==> config.mk <==
export PLATFORM = sky130hd
export DESIGN_NAME = fpcmd_handler
export DESIGN_NICKNAME = d
export VERILOG_FILES = /design/src/fpcmd_fifo.sv /design/src/fpcmd_pkg.sv /design/src/fpcmd_handler.sv
export SDC_FILE = /design/constraint.sdc
export NUM_CORES = 2
export LEC_CHECK = 0
export BUFFER_PORTS_ARGS = -buffer_cell sky130_fd_sc_hd__buf_2
export CAP_MARGIN = 20
export CORE_MARGIN = 2
export CORE_UTILIZATION = 55
export DETAILED_ROUTE_END_ITERATION = 6
export HOLD_SLACK_MARGIN = 0.1
export PLACE_DENSITY = 0.77
export REMOVE_ABC_BUFFERS = 1
export SYNTH_ARGS = -nofsm -noshare
export SYNTH_HDL_FRONTEND = slang
export SYNTH_HIERARCHICAL = 1
export SYNTH_SLANG_ARGS = --single-unit
==> constraint.sdc <==
create_clock -name clk -period 10.7 [get_ports clk]
set_input_delay 2.14 -clock clk [delete_from_list [all_inputs] [get_ports clk]]
set_output_delay 2.14 -clock clk [all_outputs]
set_load 0.05 [all_outputs]
==> src/fpcmd_fifo.sv <==
// Purpose: Keeps the reply queue's place among the source files.
// Assumes: The reply FIFO module sits beside the handler, in one file.
// Notes: Holds no logic, so that one design file carries all of it.

==> src/fpcmd_pkg.sv <==
// Purpose: Shared constants and carriers for the float command handler.
// Assumes: Command word 8 bits used, float values as raw 32-bit words.
// Notes: Type codes and command codes are named here once.
`default_nettype none
package fpcmd_pkg;
  localparam logic [7:0] CMD_ROTATE = 8'h00;
  localparam logic [7:0] CMD_CUR = 8'h01;
  localparam logic [7:0] CMD_NEXT = 8'h02;
  localparam logic [7:0] CMD_CLR_ROT = 8'h03;
  localparam logic [7:0] CMD_NET = 8'h0b;
  localparam logic [7:0] CMD_ROT_LO = 8'h28;
  localparam logic [7:0] CMD_ROT_HI = 8'h30;
  localparam logic [7:0] CMD_MSG_CLR = 8'h50;
  localparam logic [7:0] CMD_MSG_LO = 8'h51;
  localparam logic [7:0] CMD_MSG_PROMPT = 8'h56;
  localparam logic [7:0] CMD_MSG_HI = 8'h57;
  localparam logic [7:0] CMD_TARGET = 8'h6e;
  localparam logic [7:0] CMD_CMP_START = 8'h72;
  localparam logic [7:0] CMD_APPLY = 8'ha0;
  localparam logic [7:0] CMD_FILL_LO = 8'haa;
  localparam logic [7:0] CMD_FILL_SET_HI = 8'hb3;
  localparam logic [7:0] CMD_FILL_HI = 8'hc7;
  localparam logic [7:0] TYPE_GROSS = 8'h00;
  localparam logic [7:0] TYPE_NET = 8'h01;
  localparam logic [7:0] TYPE_NONE = 8'h1e;
  localparam logic [31:0] FLOAT_ZERO = 32'h0000_0000;
  localparam logic [1:0] ACK_IDLE = 2'h0;
  localparam logic [1:0] ACK_LAST = 2'h3;
  localparam int MSG_MAX_CHARS = 20;
  localparam int ROT_SLOTS = 9;
  // Interface update period in microseconds and in clock cycles.
  localparam int UPDATE_US = 60000;
  localparam int CLK_MHZ = 100;
  localparam int UPDATE_CYCLES = UPDATE_US * CLK_MHZ;

  typedef struct packed {
    logic [1:0] ack;
    logic [7:0] type_code;
    logic [31:0] value;
  } reply_t;

  typedef struct packed {
    logic [3:0] index;
    logic [7:0] cmd;
    logic [31:0] operand;
  } word_t;
endpackage
`default_nettype wire

==> src/fpcmd_handler.sv <==
// Purpose: Floating-point command interpreter of a weighing terminal.
// Assumes: Weights and stored values arrive as raw float words on clk.
// Notes: Replies are queued in a FIFO; the bus side drains it.
// Operation
// RL1: Commands 40..48 build the report rotation.
// RL2: Every value carries its type code.
// RL3: Controller samples outputs every 30 ms or faster.
// RL4: Command 0 without rotation reports gross.
// RL5: Acknowledge stays 0 while rotating.
// RL6: Refresh commands update every cycle while held.
// RL7: Toggling 1 and 2 steps the rotation.
// RL8: String fields return first four characters.
// RL9: Specific request reports only that value.
// RL10: Controller places operand before load command.
// RL11: Successful load echoes the operand.
// RL12: Action commands return float zero.
// RL13: Messages above prompts, at most 20 characters.
// RL14: Commands 80..87 drive message display and codes.
// RL15: Command 160 applies changed setup classes.
// RL16: Fill commands need the filling option.
// RL17: Without option, fill commands reach shared fields; only 170..179 do here.
// RL18: Target load 110 echoes, 114 returns zero.
// RL19: New commands cycle acknowledge 1,2,3; type 30.
// RL20: Controller waits for acknowledge before next command.
// RL21: Command 3 clears the rotation.
// RL22: Command 0 rotates one field per update.
// RL23: Command 11 refreshes net, ack 1, type 1.
// RL24: Only a changed command word is new.
`default_nettype none
module fpcmd_handler #(
  parameter int UPDATE_CYCLES = fpcmd_pkg::UPDATE_CYCLES,
  parameter int FIFO_DEPTH = 32
) (
  input wire logic clk,
  input wire logic rst_b,
  input wire logic [7:0] cmd_word,
  input wire logic [31:0] cmd_operand,
  input wire logic fill_option_present,
  input wire logic [31:0] gross_value,
  input wire logic [31:0] net_value,
  input wire logic [31:0] tare_value,
  input wire logic [31:0] fine_gross_value,
  input wire logic [31:0] fine_net_value,
  input wire logic [31:0] fine_tare_value,
  input wire logic [31:0] rate_value,
  input wire logic [31:0] custom_string_one,
  input wire logic [31:0] custom_string_two,
  output fpcmd_pkg::reply_t reply,
  output logic reply_valid,
  input wire logic reply_ready,
  output logic [3:0] message_select,
  output logic [7:0] message_event_code,
  output logic prompt_start_flag,
  output logic [4:0] message_max_chars,
  output logic setup_apply,
  output logic [31:0] target_value,
  output logic target_compare_start,
  output logic fill_write,
  output logic fill_shared_write,
  output logic [7:0] fill_index,
  output logic [31:0] fill_data
);
  // Checked while the design is built, so a bad period never runs.
  if (UPDATE_CYCLES < 1) begin : gen_bad_period
    $error("update period must be at least one cycle");
  end

  typedef enum logic [1:0] {
    MODE_NONE = 2'b00,
    MODE_ROT = 2'b01,
    MODE_SINGLE = 2'b10,
    MODE_FIXED = 2'b11
  } mode_t;

  typedef struct packed {
    logic [7:0] cmd_s1;
    logic [7:0] cmd_s2;
    logic [7:0] cmd_s3;
    logic [31:0] op_s1;
    logic [31:0] op_s2;
    logic [7:0] cmd_last;
    logic seen;
    logic [8:0] rot_mask;
    logic [3:0] rot_order;
    logic [3:0] rot_pos;
    logic [1:0] ack;
    mode_t mode;
    logic [7:0] src;
    logic [31:0] fixed;
    logic [31:0] tick;
    logic [3:0] msg;
    logic [7:0] evt;
    logic prompt;
    logic apply;
    logic [31:0] target;
    logic cmp;
    logic fw;
    logic fsw;
    logic [7:0] fidx;
    logic [31:0] fdat;
  } state_t;

  state_t s_q;
  state_t s_d;
  fpcmd_pkg::reply_t push_data;
  logic push_valid;
  logic push_ready;

  // Source selector: codes 0..8 follow the rotation-add order.
  function automatic fpcmd_pkg::reply_t pick(input logic [7:0] code,
                                             input logic [1:0] ack);
    fpcmd_pkg::reply_t r;
    r.ack = ack;
    r.type_code = code; // [RL2]
    case (code)
      8'h00: r.value = gross_value;
      8'h01: r.value = net_value;
      8'h02: r.value = tare_value;
      8'h03: r.value = fine_gross_value;
      8'h04: r.value = fine_net_value;
      8'h05: r.value = fine_tare_value;
      8'h06: r.value = rate_value;
      8'h07: r.value = custom_string_one; // [RL8]
      default: r.value = custom_string_two; // [RL8]
    endcase
    return r;
  endfunction

  // Next configured slot after pos, wrapping round.
  function automatic logic [3:0] next_slot(input logic [8:0] mask,
                                           input logic [3:0] pos);
    logic [3:0] p;
    p = pos;
    for (int i = 0; i < fpcmd_pkg::ROT_SLOTS; i++) begin
      p = (p >= 4'(fpcmd_pkg::ROT_SLOTS - 1)) ? 4'h0 : p + 4'h1;
      if (mask[p]) begin
        return p;
      end
    end
    return pos;
  endfunction

  function automatic logic [1:0] bump(input logic [1:0] a);
    return (a == fpcmd_pkg::ACK_LAST) ? 2'h1 : a + 2'h1;
  endfunction

  ////////////////////////////////////////////////////////////////////////
  logic tick_now;
  logic is_new;
  assign tick_now = s_q.tick == 32'(UPDATE_CYCLES - 1);
  // The command word crosses bit by bit, so a word is only taken once two
  // synchronised samples agree; a torn word would otherwise fire a command.
  // Only a changed command word counts; seen catches the first one.
  assign is_new = (s_q.cmd_s2 == s_q.cmd_s3)
                  && (!s_q.seen || s_q.cmd_s3 != s_q.cmd_last); // [RL24]

  always_comb begin
    logic [7:0] c;
    logic [3:0] nx;
    s_d = s_q;
    c = s_q.cmd_s3;
    nx = 4'h0;
    s_d.cmd_s1 = cmd_word;
    s_d.cmd_s2 = s_q.cmd_s1;
    s_d.cmd_s3 = s_q.cmd_s2;
    s_d.op_s1 = cmd_operand;
    s_d.op_s2 = s_q.op_s1;
    s_d.tick = tick_now ? 32'h0 : s_q.tick + 32'h1;
    s_d.apply = 1'b0;
    s_d.cmp = 1'b0;
    s_d.fw = 1'b0;
    s_d.fsw = 1'b0;
    push_valid = 1'b0;
    push_data = pick(s_q.src, s_q.ack);
    if (is_new) begin
      s_d.seen = 1'b1;
      s_d.cmd_last = c;
      s_d.ack = bump(s_q.ack); // [RL19]
      s_d.mode = MODE_FIXED;
      s_d.src = fpcmd_pkg::TYPE_NONE; // [RL19]
      s_d.fixed = fpcmd_pkg::FLOAT_ZERO; // [RL12]
      if (c == fpcmd_pkg::CMD_ROTATE) begin
        s_d.ack = fpcmd_pkg::ACK_IDLE; // [RL5]
        s_d.mode = MODE_ROT;
        s_d.rot_pos = next_slot(s_q.rot_mask, 4'(fpcmd_pkg::ROT_SLOTS - 1));
        s_d.src = (s_q.rot_mask == 9'h0) ? fpcmd_pkg::TYPE_GROSS
                                          : 8'(s_d.rot_pos); // [RL4]
      end else if (c == fpcmd_pkg::CMD_CUR || c == fpcmd_pkg::CMD_NEXT) begin
        // Codes 1 and 2 alternate; a change between them steps once.
        s_d.mode = MODE_SINGLE;
        if ((s_q.cmd_last == fpcmd_pkg::CMD_CUR
             || s_q.cmd_last == fpcmd_pkg::CMD_NEXT) && s_q.seen) begin
          s_d.rot_order = next_slot(s_q.rot_mask, s_q.rot_order); // [RL7]
        end else begin
          s_d.rot_order = next_slot(s_q.rot_mask,
                                    4'(fpcmd_pkg::ROT_SLOTS - 1));
        end
        s_d.src = (s_q.rot_mask == 9'h0) ? fpcmd_pkg::TYPE_GROSS
                                          : 8'(s_d.rot_order);
      end else if (c == fpcmd_pkg::CMD_CLR_ROT) begin
        s_d.rot_mask = 9'h0; // [RL21]
      end else if (c >= fpcmd_pkg::CMD_ROT_LO
                   && c <= fpcmd_pkg::CMD_ROT_HI) begin
        s_d.rot_mask[4'(c - fpcmd_pkg::CMD_ROT_LO)] = 1'b1; // [RL1]
      end else if (c == fpcmd_pkg::CMD_NET) begin
        s_d.ack = 2'h1; // [RL23]
        s_d.mode = MODE_SINGLE; // [RL6] [RL9]
        s_d.src = fpcmd_pkg::TYPE_NET;
      end else if (c >= fpcmd_pkg::CMD_MSG_CLR
                   && c <= fpcmd_pkg::CMD_MSG_HI) begin
        s_d.msg = 4'(c - fpcmd_pkg::CMD_MSG_CLR); // [RL14]
        s_d.evt = c - fpcmd_pkg::CMD_MSG_CLR; // [RL14]
        if (c == fpcmd_pkg::CMD_MSG_PROMPT) begin
          s_d.prompt = 1'b1; // [RL14]
        end
      end else if (c == fpcmd_pkg::CMD_TARGET) begin
        s_d.target = s_q.op_s2; // [RL18]
        s_d.fixed = s_q.op_s2; // [RL11] [RL10]
      end else if (c == fpcmd_pkg::CMD_CMP_START) begin
        s_d.cmp = 1'b1; // [RL18]
      end else if (c == fpcmd_pkg::CMD_APPLY) begin
        s_d.apply = 1'b1; // [RL15]
      end else if (c >= fpcmd_pkg::CMD_FILL_LO
                   && c <= fpcmd_pkg::CMD_FILL_HI) begin
        s_d.fidx = c;
        s_d.fdat = s_q.op_s2;
        if (fill_option_present) begin
          s_d.fw = 1'b1; // [RL16]
          if (c <= fpcmd_pkg::CMD_FILL_SET_HI) begin
            s_d.fixed = s_q.op_s2; // [RL11]
          end
        end else if (c <= fpcmd_pkg::CMD_FILL_SET_HI) begin
          s_d.fsw = 1'b1; // [RL17]
          s_d.fixed = s_q.op_s2;
        end
      end
    end else if (tick_now) begin
      // An update that meets a newly taken command is skipped; the next
      // one already carries the new answer, so nothing stale goes out.
      // Each update refreshes the held answer; rotation also steps.
      push_valid = 1'b1; // [RL6]
      if (s_q.mode == MODE_ROT && s_q.rot_mask != 9'h0) begin
        nx = next_slot(s_q.rot_mask, s_q.rot_pos);
        s_d.rot_pos = nx; // [RL22]
        s_d.src = 8'(nx);
      end
      if (s_q.mode == MODE_FIXED || s_q.mode == MODE_NONE) begin
        push_data.type_code = fpcmd_pkg::TYPE_NONE;
        push_data.value = s_q.fixed;
      end
    end
    if (c != fpcmd_pkg::CMD_MSG_PROMPT && is_new) begin
      s_d.prompt = 1'b0;
    end
    // Replies refused when the queue is full are dropped; next update
    // carries fresher data, so no stall of the interpreter is needed.
    if (!push_ready) begin
      push_valid = 1'b0;
    end
  end

  always_ff @(posedge clk or negedge rst_b) begin
    if (!rst_b) begin
      s_q <= '0;
    end else begin
      s_q <= s_d;
    end
  end

  ////////////////////////////////////////////////////////////////////////
  fpcmd_fifo #(
    .WIDTH($bits(fpcmd_pkg::reply_t)),
    .DEPTH(FIFO_DEPTH)
  ) u_fifo (
    .clk(clk),
    .rst_b(rst_b),
    .in_data(push_data),
    .in_valid(push_valid),
    .in_ready(push_ready),
    .out_data(reply),
    .out_valid(reply_valid),
    .out_ready(reply_ready)
  );

  assign message_select = s_q.msg;
  assign message_event_code = s_q.evt;
  assign prompt_start_flag = s_q.prompt;
  assign message_max_chars = 5'(fpcmd_pkg::MSG_MAX_CHARS); // [RL13]
  assign setup_apply = s_q.apply;
  assign target_value = s_q.target;
  assign target_compare_start = s_q.cmp;
  assign fill_write = s_q.fw;
  assign fill_shared_write = s_q.fsw;
  assign fill_index = s_q.fidx;
  assign fill_data = s_q.fdat;
endmodule

////////////////////////////////////////////////////////////////////////
// Reply queue: flip-flop storage addressed by pointer, one clock.
// Pointers carry one extra bit, so full and empty are told apart
// without a separate count; the depth must be a power of two for that.
module fpcmd_fifo #(
  parameter int WIDTH = 42,
  parameter int DEPTH = 32
) (
  input wire logic clk,
  input wire logic rst_b,
  input wire logic [WIDTH-1:0] in_data,
  input wire logic in_valid,
  output logic in_ready,
  output logic [WIDTH-1:0] out_data,
  output logic out_valid,
  input wire logic out_ready
);
  localparam int AW = $clog2(DEPTH);
  if (DEPTH < 2 || (1 << AW) != DEPTH) begin : gen_bad_depth
    $error("fifo depth must be a power of two of at least 2");
  end

  typedef struct packed {
    logic [DEPTH-1:0][WIDTH-1:0] mem;
    logic [AW:0] wr;
    logic [AW:0] rd;
  } fifo_state_t;

  fifo_state_t s_q;
  fifo_state_t s_d;
  logic push;
  logic pop;

  assign in_ready = (s_q.wr - s_q.rd) != (AW + 1)'(DEPTH);
  assign out_valid = s_q.wr != s_q.rd;
  assign out_data = s_q.mem[s_q.rd[AW-1:0]];
  assign push = in_valid && in_ready;
  assign pop = out_valid && out_ready;

  always_comb begin
    s_d = s_q;
    if (push) begin
      s_d.mem[s_q.wr[AW-1:0]] = in_data;
      s_d.wr = s_q.wr + (AW + 1)'(1);
    end
    if (pop) begin
      s_d.rd = s_q.rd + (AW + 1)'(1);
    end
  end

  always_ff @(posedge clk or negedge rst_b) begin
    if (!rst_b) begin
      s_q <= '0;
    end else begin
      s_q <= s_d;
    end
  end
endmodule
`default_nettype wire

Word level (Yosys, flattened, before mapping)
Index checks and enable logic that the tools add are counted.
Storage, ports and cells
  bits in registers: 1635
  bits in latches: 0
  memory bits (writable): 0
  memory bits (read-only): 0
  input port bits: 332
  output and inout port bits: 137
  logic and storage cells: 849
  memories kept: 0
Cells by class
  add/subtract/negate cells: 25
  multiply operators: 0
  divide/modulo/power cells: 0
  order comparisons: 48
  equal/unequal tests: 32
  shift-type cells: 0
  mux-type cells: 640
  bitwise gates (word level): 10
  reductions and logical operators: 35
Operators by type and width (number)
  bitwise mux 1344 bit: 1
  2-to-1 mux 4 bit: 201
  2-to-1 mux 77 bit: 6
  2-to-1 mux 1 bit: 377
  2-to-1 mux 32 bit: 11
  one-hot mux 32 bit (8 select lines): 1
  binary-select mux 42 bit (select 5 bit): 1
  demux 42 bit (select 5 bit): 1
  2-to-1 mux 42 bit: 5
  2-to-1 mux 40 bit: 3
  less-than comparator 4 x 5 -> 1 bit (second input constant): 19
  2-to-1 mux 44 bit: 2
  2-to-1 mux 76 bit: 1
  adder 4 x 1 -> 4 bit (second input constant): 18
  binary-select mux 1 bit (select 4 bit): 18
  >= comparator 4 bit (second input constant): 18
  2-to-1 mux 43 bit: 1
  == test 8 x 2 -> 1 bit (second input constant): 5
  adder 32 x 1 -> 32 bit (second input constant): 1
  == test 32 x 23 -> 1 bit (second input constant): 1
  == test 8 x 3 -> 1 bit (second input constant): 4
  == test 8 x 1 -> 1 bit (second input constant): 3
  == test 8 x 7 -> 1 bit (second input constant): 3
  2-to-1 mux 12 bit: 2
  other kinds (45): 87

Longest topological paths before layout
  depth after elaboration: 83
  depth in mapped cells: 41
  mapped depth without buffers: 34

Hierarchy
Netlist, hierarchy kept.
By module, submodules not included
  fpcmd_fifo: instances 1, cells an instance 3760, area an instance 62518.7 µm², sequential area each 33932.5 µm²
  fpcmd_handler: instances 1, cells an instance 1911, area an instance 17574.4 µm², sequential area each 6806.5 µm²

Worst setup path after synthesis
OpenSTA, ideal clock, no wires.
  kind: register to register
  start point: reg, netlist name s_q[168]
  end point: reg, netlist name s_q[154]
  setup time: 0.129 ns
  data arrival time: 7.783 ns
  data required time: 10.571 ns
  setup slack: 2.788 ns
  cell stages (with the launch flop): 41
  buffers on the path: 9
  clock period less this slack: 7.912 ns
  cells stage by stage: dfrtp_1 -> clkbuf_1 -> clkbuf_1 -> nand2b_1 -> inv_1 -> ha_1 -> nor2_1 -> a221oi_1 -> o21ai_0 -> clkbuf_1 -> and3_1 -> ha_1 -> clkbuf_1 -> clkinv_1 -> ha_1 -> clkbuf_1 -> inv_1 -> ha_1 -> [... 5 more ...] -> ha_1 -> nand2_1 -> inv_1 -> ha_1 -> nor2b_1 -> clkbuf_1 -> ha_1 -> nor2b_1 -> a211oi_1 -> a311oi_1 -> o21ai_0 -> o32a_1 -> and3b_1 -> a211o_1 -> a221oi_1 -> a21oi_1 -> o22ai_1 -> o31ai_1

==> impl.org <==
** Placement
- DP Worst Slack :: 1990 ps
- During placement, the flow inserted port buffers numbering 463.
- Global placer's final weighted congestion :: 0.931
- Summed over all nets, the half-perimeter wirelength after detailed placement is 154000 um.

** Setup path
- Broken down by cell family, the worst path's largest delay share belongs to adder cells.
- Setup crit end kind :: register
- Reg-to-reg critical path startpoint :: s_q[169]
- Register-to-Register Path Depth :: 29
- WP buf/inv :: 4
- Along the worst path, the maximum fanout reaches 14.
- STA classifies the critical path startpoint as a register.
- Reg-to-reg critical path endpoint :: s_q[169]
- Delay of the slowest critical-path stage :: 660 ps
- The critical path is of the register to register type.
- Setup slack of the most critical reg-to-reg path :: 1810 ps
- The most critical setup path has its startpoint at s_q[169].
- Slowest cell on crit path :: sky130_fd_sc_hd__dfrtp_1
- Data on the critical path is required at its endpoint by 11440 ps.
- At the worst endpoint, the arrival time is 9630 ps.
- By instance count, the cell type seen most on the critical path is sky130_fd_sc_hd__ha_1.

** Yosys
- Post-synthesis average cell area :: 14.1 um2
- Top-count cell post-synth :: sky130_fd_sc_hd__dfrtp_1
- Share of async-settable or async-resettable flops after synthesis :: 100%
- Most common flop cell mapped by yosys :: sky130_fd_sc_hd__dfrtp_1
- The top cell type by area accounts for 50.9% of the synthesized area.
- Synth top cells by count :: sky130_fd_sc_hd__dfrtp_1 (1628), sky130_fd_sc_hd__mux2_2 (1350), sky130_fd_sc_hd__mux4_2 (424), sky130_fd_sc_hd__clkbuf_1 (299), sky130_fd_sc_hd__nand2_1 (267)
- Post-synthesis cell area :: 80100 um2
- Proportion of synthesized chip area in sequential cells :: 50.9%
- Register bit count reported by yosys :: 1628
- Ranked by total cell area, the synthesized netlist is headed by sky130_fd_sc_hd__dfrtp_1 (51%), sky130_fd_sc_hd__mux2_2 (19%), sky130_fd_sc_hd__mux4_2 (12%).
- Library cell with the largest summed area after synthesis :: sky130_fd_sc_hd__dfrtp_1
- Yosys printed 6 warnings.
- Number of flops mapped to enable cells by yosys :: 0
- Post-synth cell types :: 110
- Synthesis handed over a netlist of 5671 instances.

** Cells and area
- The area growth from synthesis to layout is 11.4%.
- Share of cells above drive strength 1 :: 47.5%
- After the last flow step, the layout net total stands at 6250.
- Final core utilization :: 61.5%
- Number of fill cells in the layout :: 10800

** Route
- Initial DRC Count :: 5895
- Total wire length :: 248000 um
- Detail-routed net length per standard cell :: 31.2 um
- Remaining antenna violation count after routing :: 0
- Detailed routing inserted a total of 52200 vias.
- Detailed-router iteration count before antenna repair :: 7
- Dividing the detail-routed via count by the number of cells gives 6.57.
- Total DRC errors in the routed layout :: 1

** Timing
- Setup violations remaining at the end of the flow were counted as 0.
- On the final layout, the worst clock skew is 60.6 ps.
- Unrepaired setup endpoints after global routing :: false
- Min Clock Period, post-route :: 8890 ps
- Final Max Tran Viols :: 0
- Headroom to the max-slew limit :: 18.6%
- Achievable Freq :: 112 MHz
- Final hold vios :: 0
- Dividing the final minimum period by the clock period gives 83.1%.
- Worst Tran Pin Value :: 1220 ps
- Setup TNS :: 0 ps
- Setup slack after layout :: 1810 ps

** Floorplan
- Starting density of the core :: 55.2%
- From bottom edge to top edge, the die measures 386 um.
- After floorplanning, the core was divided into 140 placement rows.
- The total area inside the core boundary comes to 145000 um2.
- In this run the horizontal extent of the chip is 386 um.
- The die covers 149000 um2.
- Number of top-level pins :: 469

** Power and ir drop
- In this run the power spent charging and discharging nets is 5.71 mW.
- Total power for the finished layout comes to 16.9 mW.
- Registers are responsible for 38.4% of the overall power.
- Logic gate share of total power :: 24.6%
- Worst voltage drop across the vdd grid :: 0.283 mV
- The share of total power dissipated in the clock network is 37.0%.
- Net switching is 33.9% of the power.
- In this run the static leakage power is 34.0 nW.
- Power density normalized to cell area :: 189 nW/um2
- Internal power :: 11.1 mW

** Clock network
- Total of cells resized after clock tree synthesis :: 0
- Level count of the clock H-tree :: 4
- Number of CTS-inserted buffers :: 167
- Buffer type at the clock tree root :: sky130_fd_sc_hd__clkbuf_16
- Hold repair after CTS inserted 0 buffers.
- TritonCTS built the clock tree.
- Worst-skew pair later-pin latency :: 840 ps
- For this design, the sink count on the clock tree is 1628.
- Number of setup buffers added after CTS :: 0
- The longest clock path from root to sink contains 3 buffers.
- Clock-pin slew on the worst setup and hold paths :: 70 ps

** Global routing
- After global routing the overflow that remains totals 0.
- The initial antenna violation count was 34.
- Vias in the first global route :: 53400
- Entering global routing, the biggest net connects 181 pins.
- Global routing consumed, over all layers together, 33.5% of the routing resources.
- The first global-routing pass estimated 361000 um of wire.

** Hold path
- Worst Hold End :: s_q[197]
- Worst hold path cell count :: 0
- The worst hold path begins at s_d[197].
- Hold Path Class :: register to register

** Outcome
- Failing checks :: DRC
- Outcome :: finished with violations

** Run
- Number of maximum-capacitance constraint violations :: 0
## worst reg2reg max path: cells and delay by family (launching register included)
kind / cells / cell delay [ps]
adder cells (fa/ha/maj): 7 / 2840
AO/OA/AOI/OAI: 10 / 2640
AND/OR/NAND/NOR: 8 / 2130
flip-flops: 1 / 660
buffers and inverters: 4 / 560
## worst max-delay path by stage
stage               cells past startpoint  slack, ps         endpoint
floorplan                              11      -7390  u_fifo/s_q[884]
global placement                       29       2120         s_q[169]
detailed placement                     29       1990         s_q[169]
CTS                                    29       1930         s_q[169]
global route                           29       1350         s_q[169]
finish                                 29       1810         s_q[169]
## cells by family after synthesis
family	Yosys count	share of synthesized area, %
other cells	2	0.00938
flops	1628	50.9
compound gates	569	5.55
buf+inv	652	4.41
fa+ha+maj	44	0.687
simple gates	812	4.80
xor+xnor	75	0.830
mux	1889	32.9
## routing by layer
layer  global-route usage [%]  vias up  share of wire, %
li1                         -    21400                 -
met1                     44.8    27600                39
met2                     50.2     2528                45
met3                     10.9      580                11
met4                     15.0       24               5.1
met5                        0        -             0.069
## registers in the layout, summed over array words and instances, names as in the netlist
| signal | flops |
|---|---|
| message_select | 3 |
| fill_index | 8 |
| s_q | 137 |
| setup_apply | 1 |
| fill_data | 32 |
| u_fifo/s_q | 1356 |
| prompt_start_flag | 1 |
| message_event_code | 5 |
| push_data | 2 |
| target_value | 32 |
| target_compare_start | 1 |
| fill_write | 1 |
| fill_shared_write | 1 |
| s_d | 48 |
## metrics by stage
stage	cells	hold slack, ps	instance area, um2
4_1_cts	7917	348	89000
3_5_place_dp	7613	335	83100
3_3_place_gp	7606	333	83000
5_1_grt	7934	350	89200
2_1_floorplan	5106	331	76900
6_report	7938	347	89200
## power groups by stage
stage / Sequential (mW) / Clock [mW] / Combinational (mW)
after floorplan: 6.85 / 0 / 2.43
after global placement: 6.59 / 0 / 3.98
after detailed placement: 6.59 / 0 / 4.07
after CTS: 6.48 / 6.30 / 4.08
after global routing: 6.48 / 6.58 / 4.40
final: 6.47 / 6.24 / 4.15
## final cells by class
cell class | count | area [um2] | share of cell area [%]
tap | 1917 | 2400 | 2.69
antenna | 12 | 30.0 | 0.0337
clock buffer | 226 | 4700 | 5.27
inverter | 69 | 264 | 0.296
clock inverter | 78 | 1210 | 1.36
sequential | 1628 | 40800 | 45.7
multi-input combinational | 3409 | 36200 | 40.6
timing repair buffer | 599 | 3630 | 4.07
## cell usage in the layout, fill, tap and decap left out, drive strengths merged, types with 32 or more instances in the layout
master and n:
dfrtp 1628, mux2 1437, buf 599, mux4 424, nand2 269, clkbuf 226
nor2 209, o21ai 110, nand3 103, a21oi 92, inv 73, a22oi 71
clkinv 49, xnor2 47, ha 44, a221oi 39, a22o 38, nor3 36
a222oi 32
Note: power is estimated with default switching activity, not from simulation.
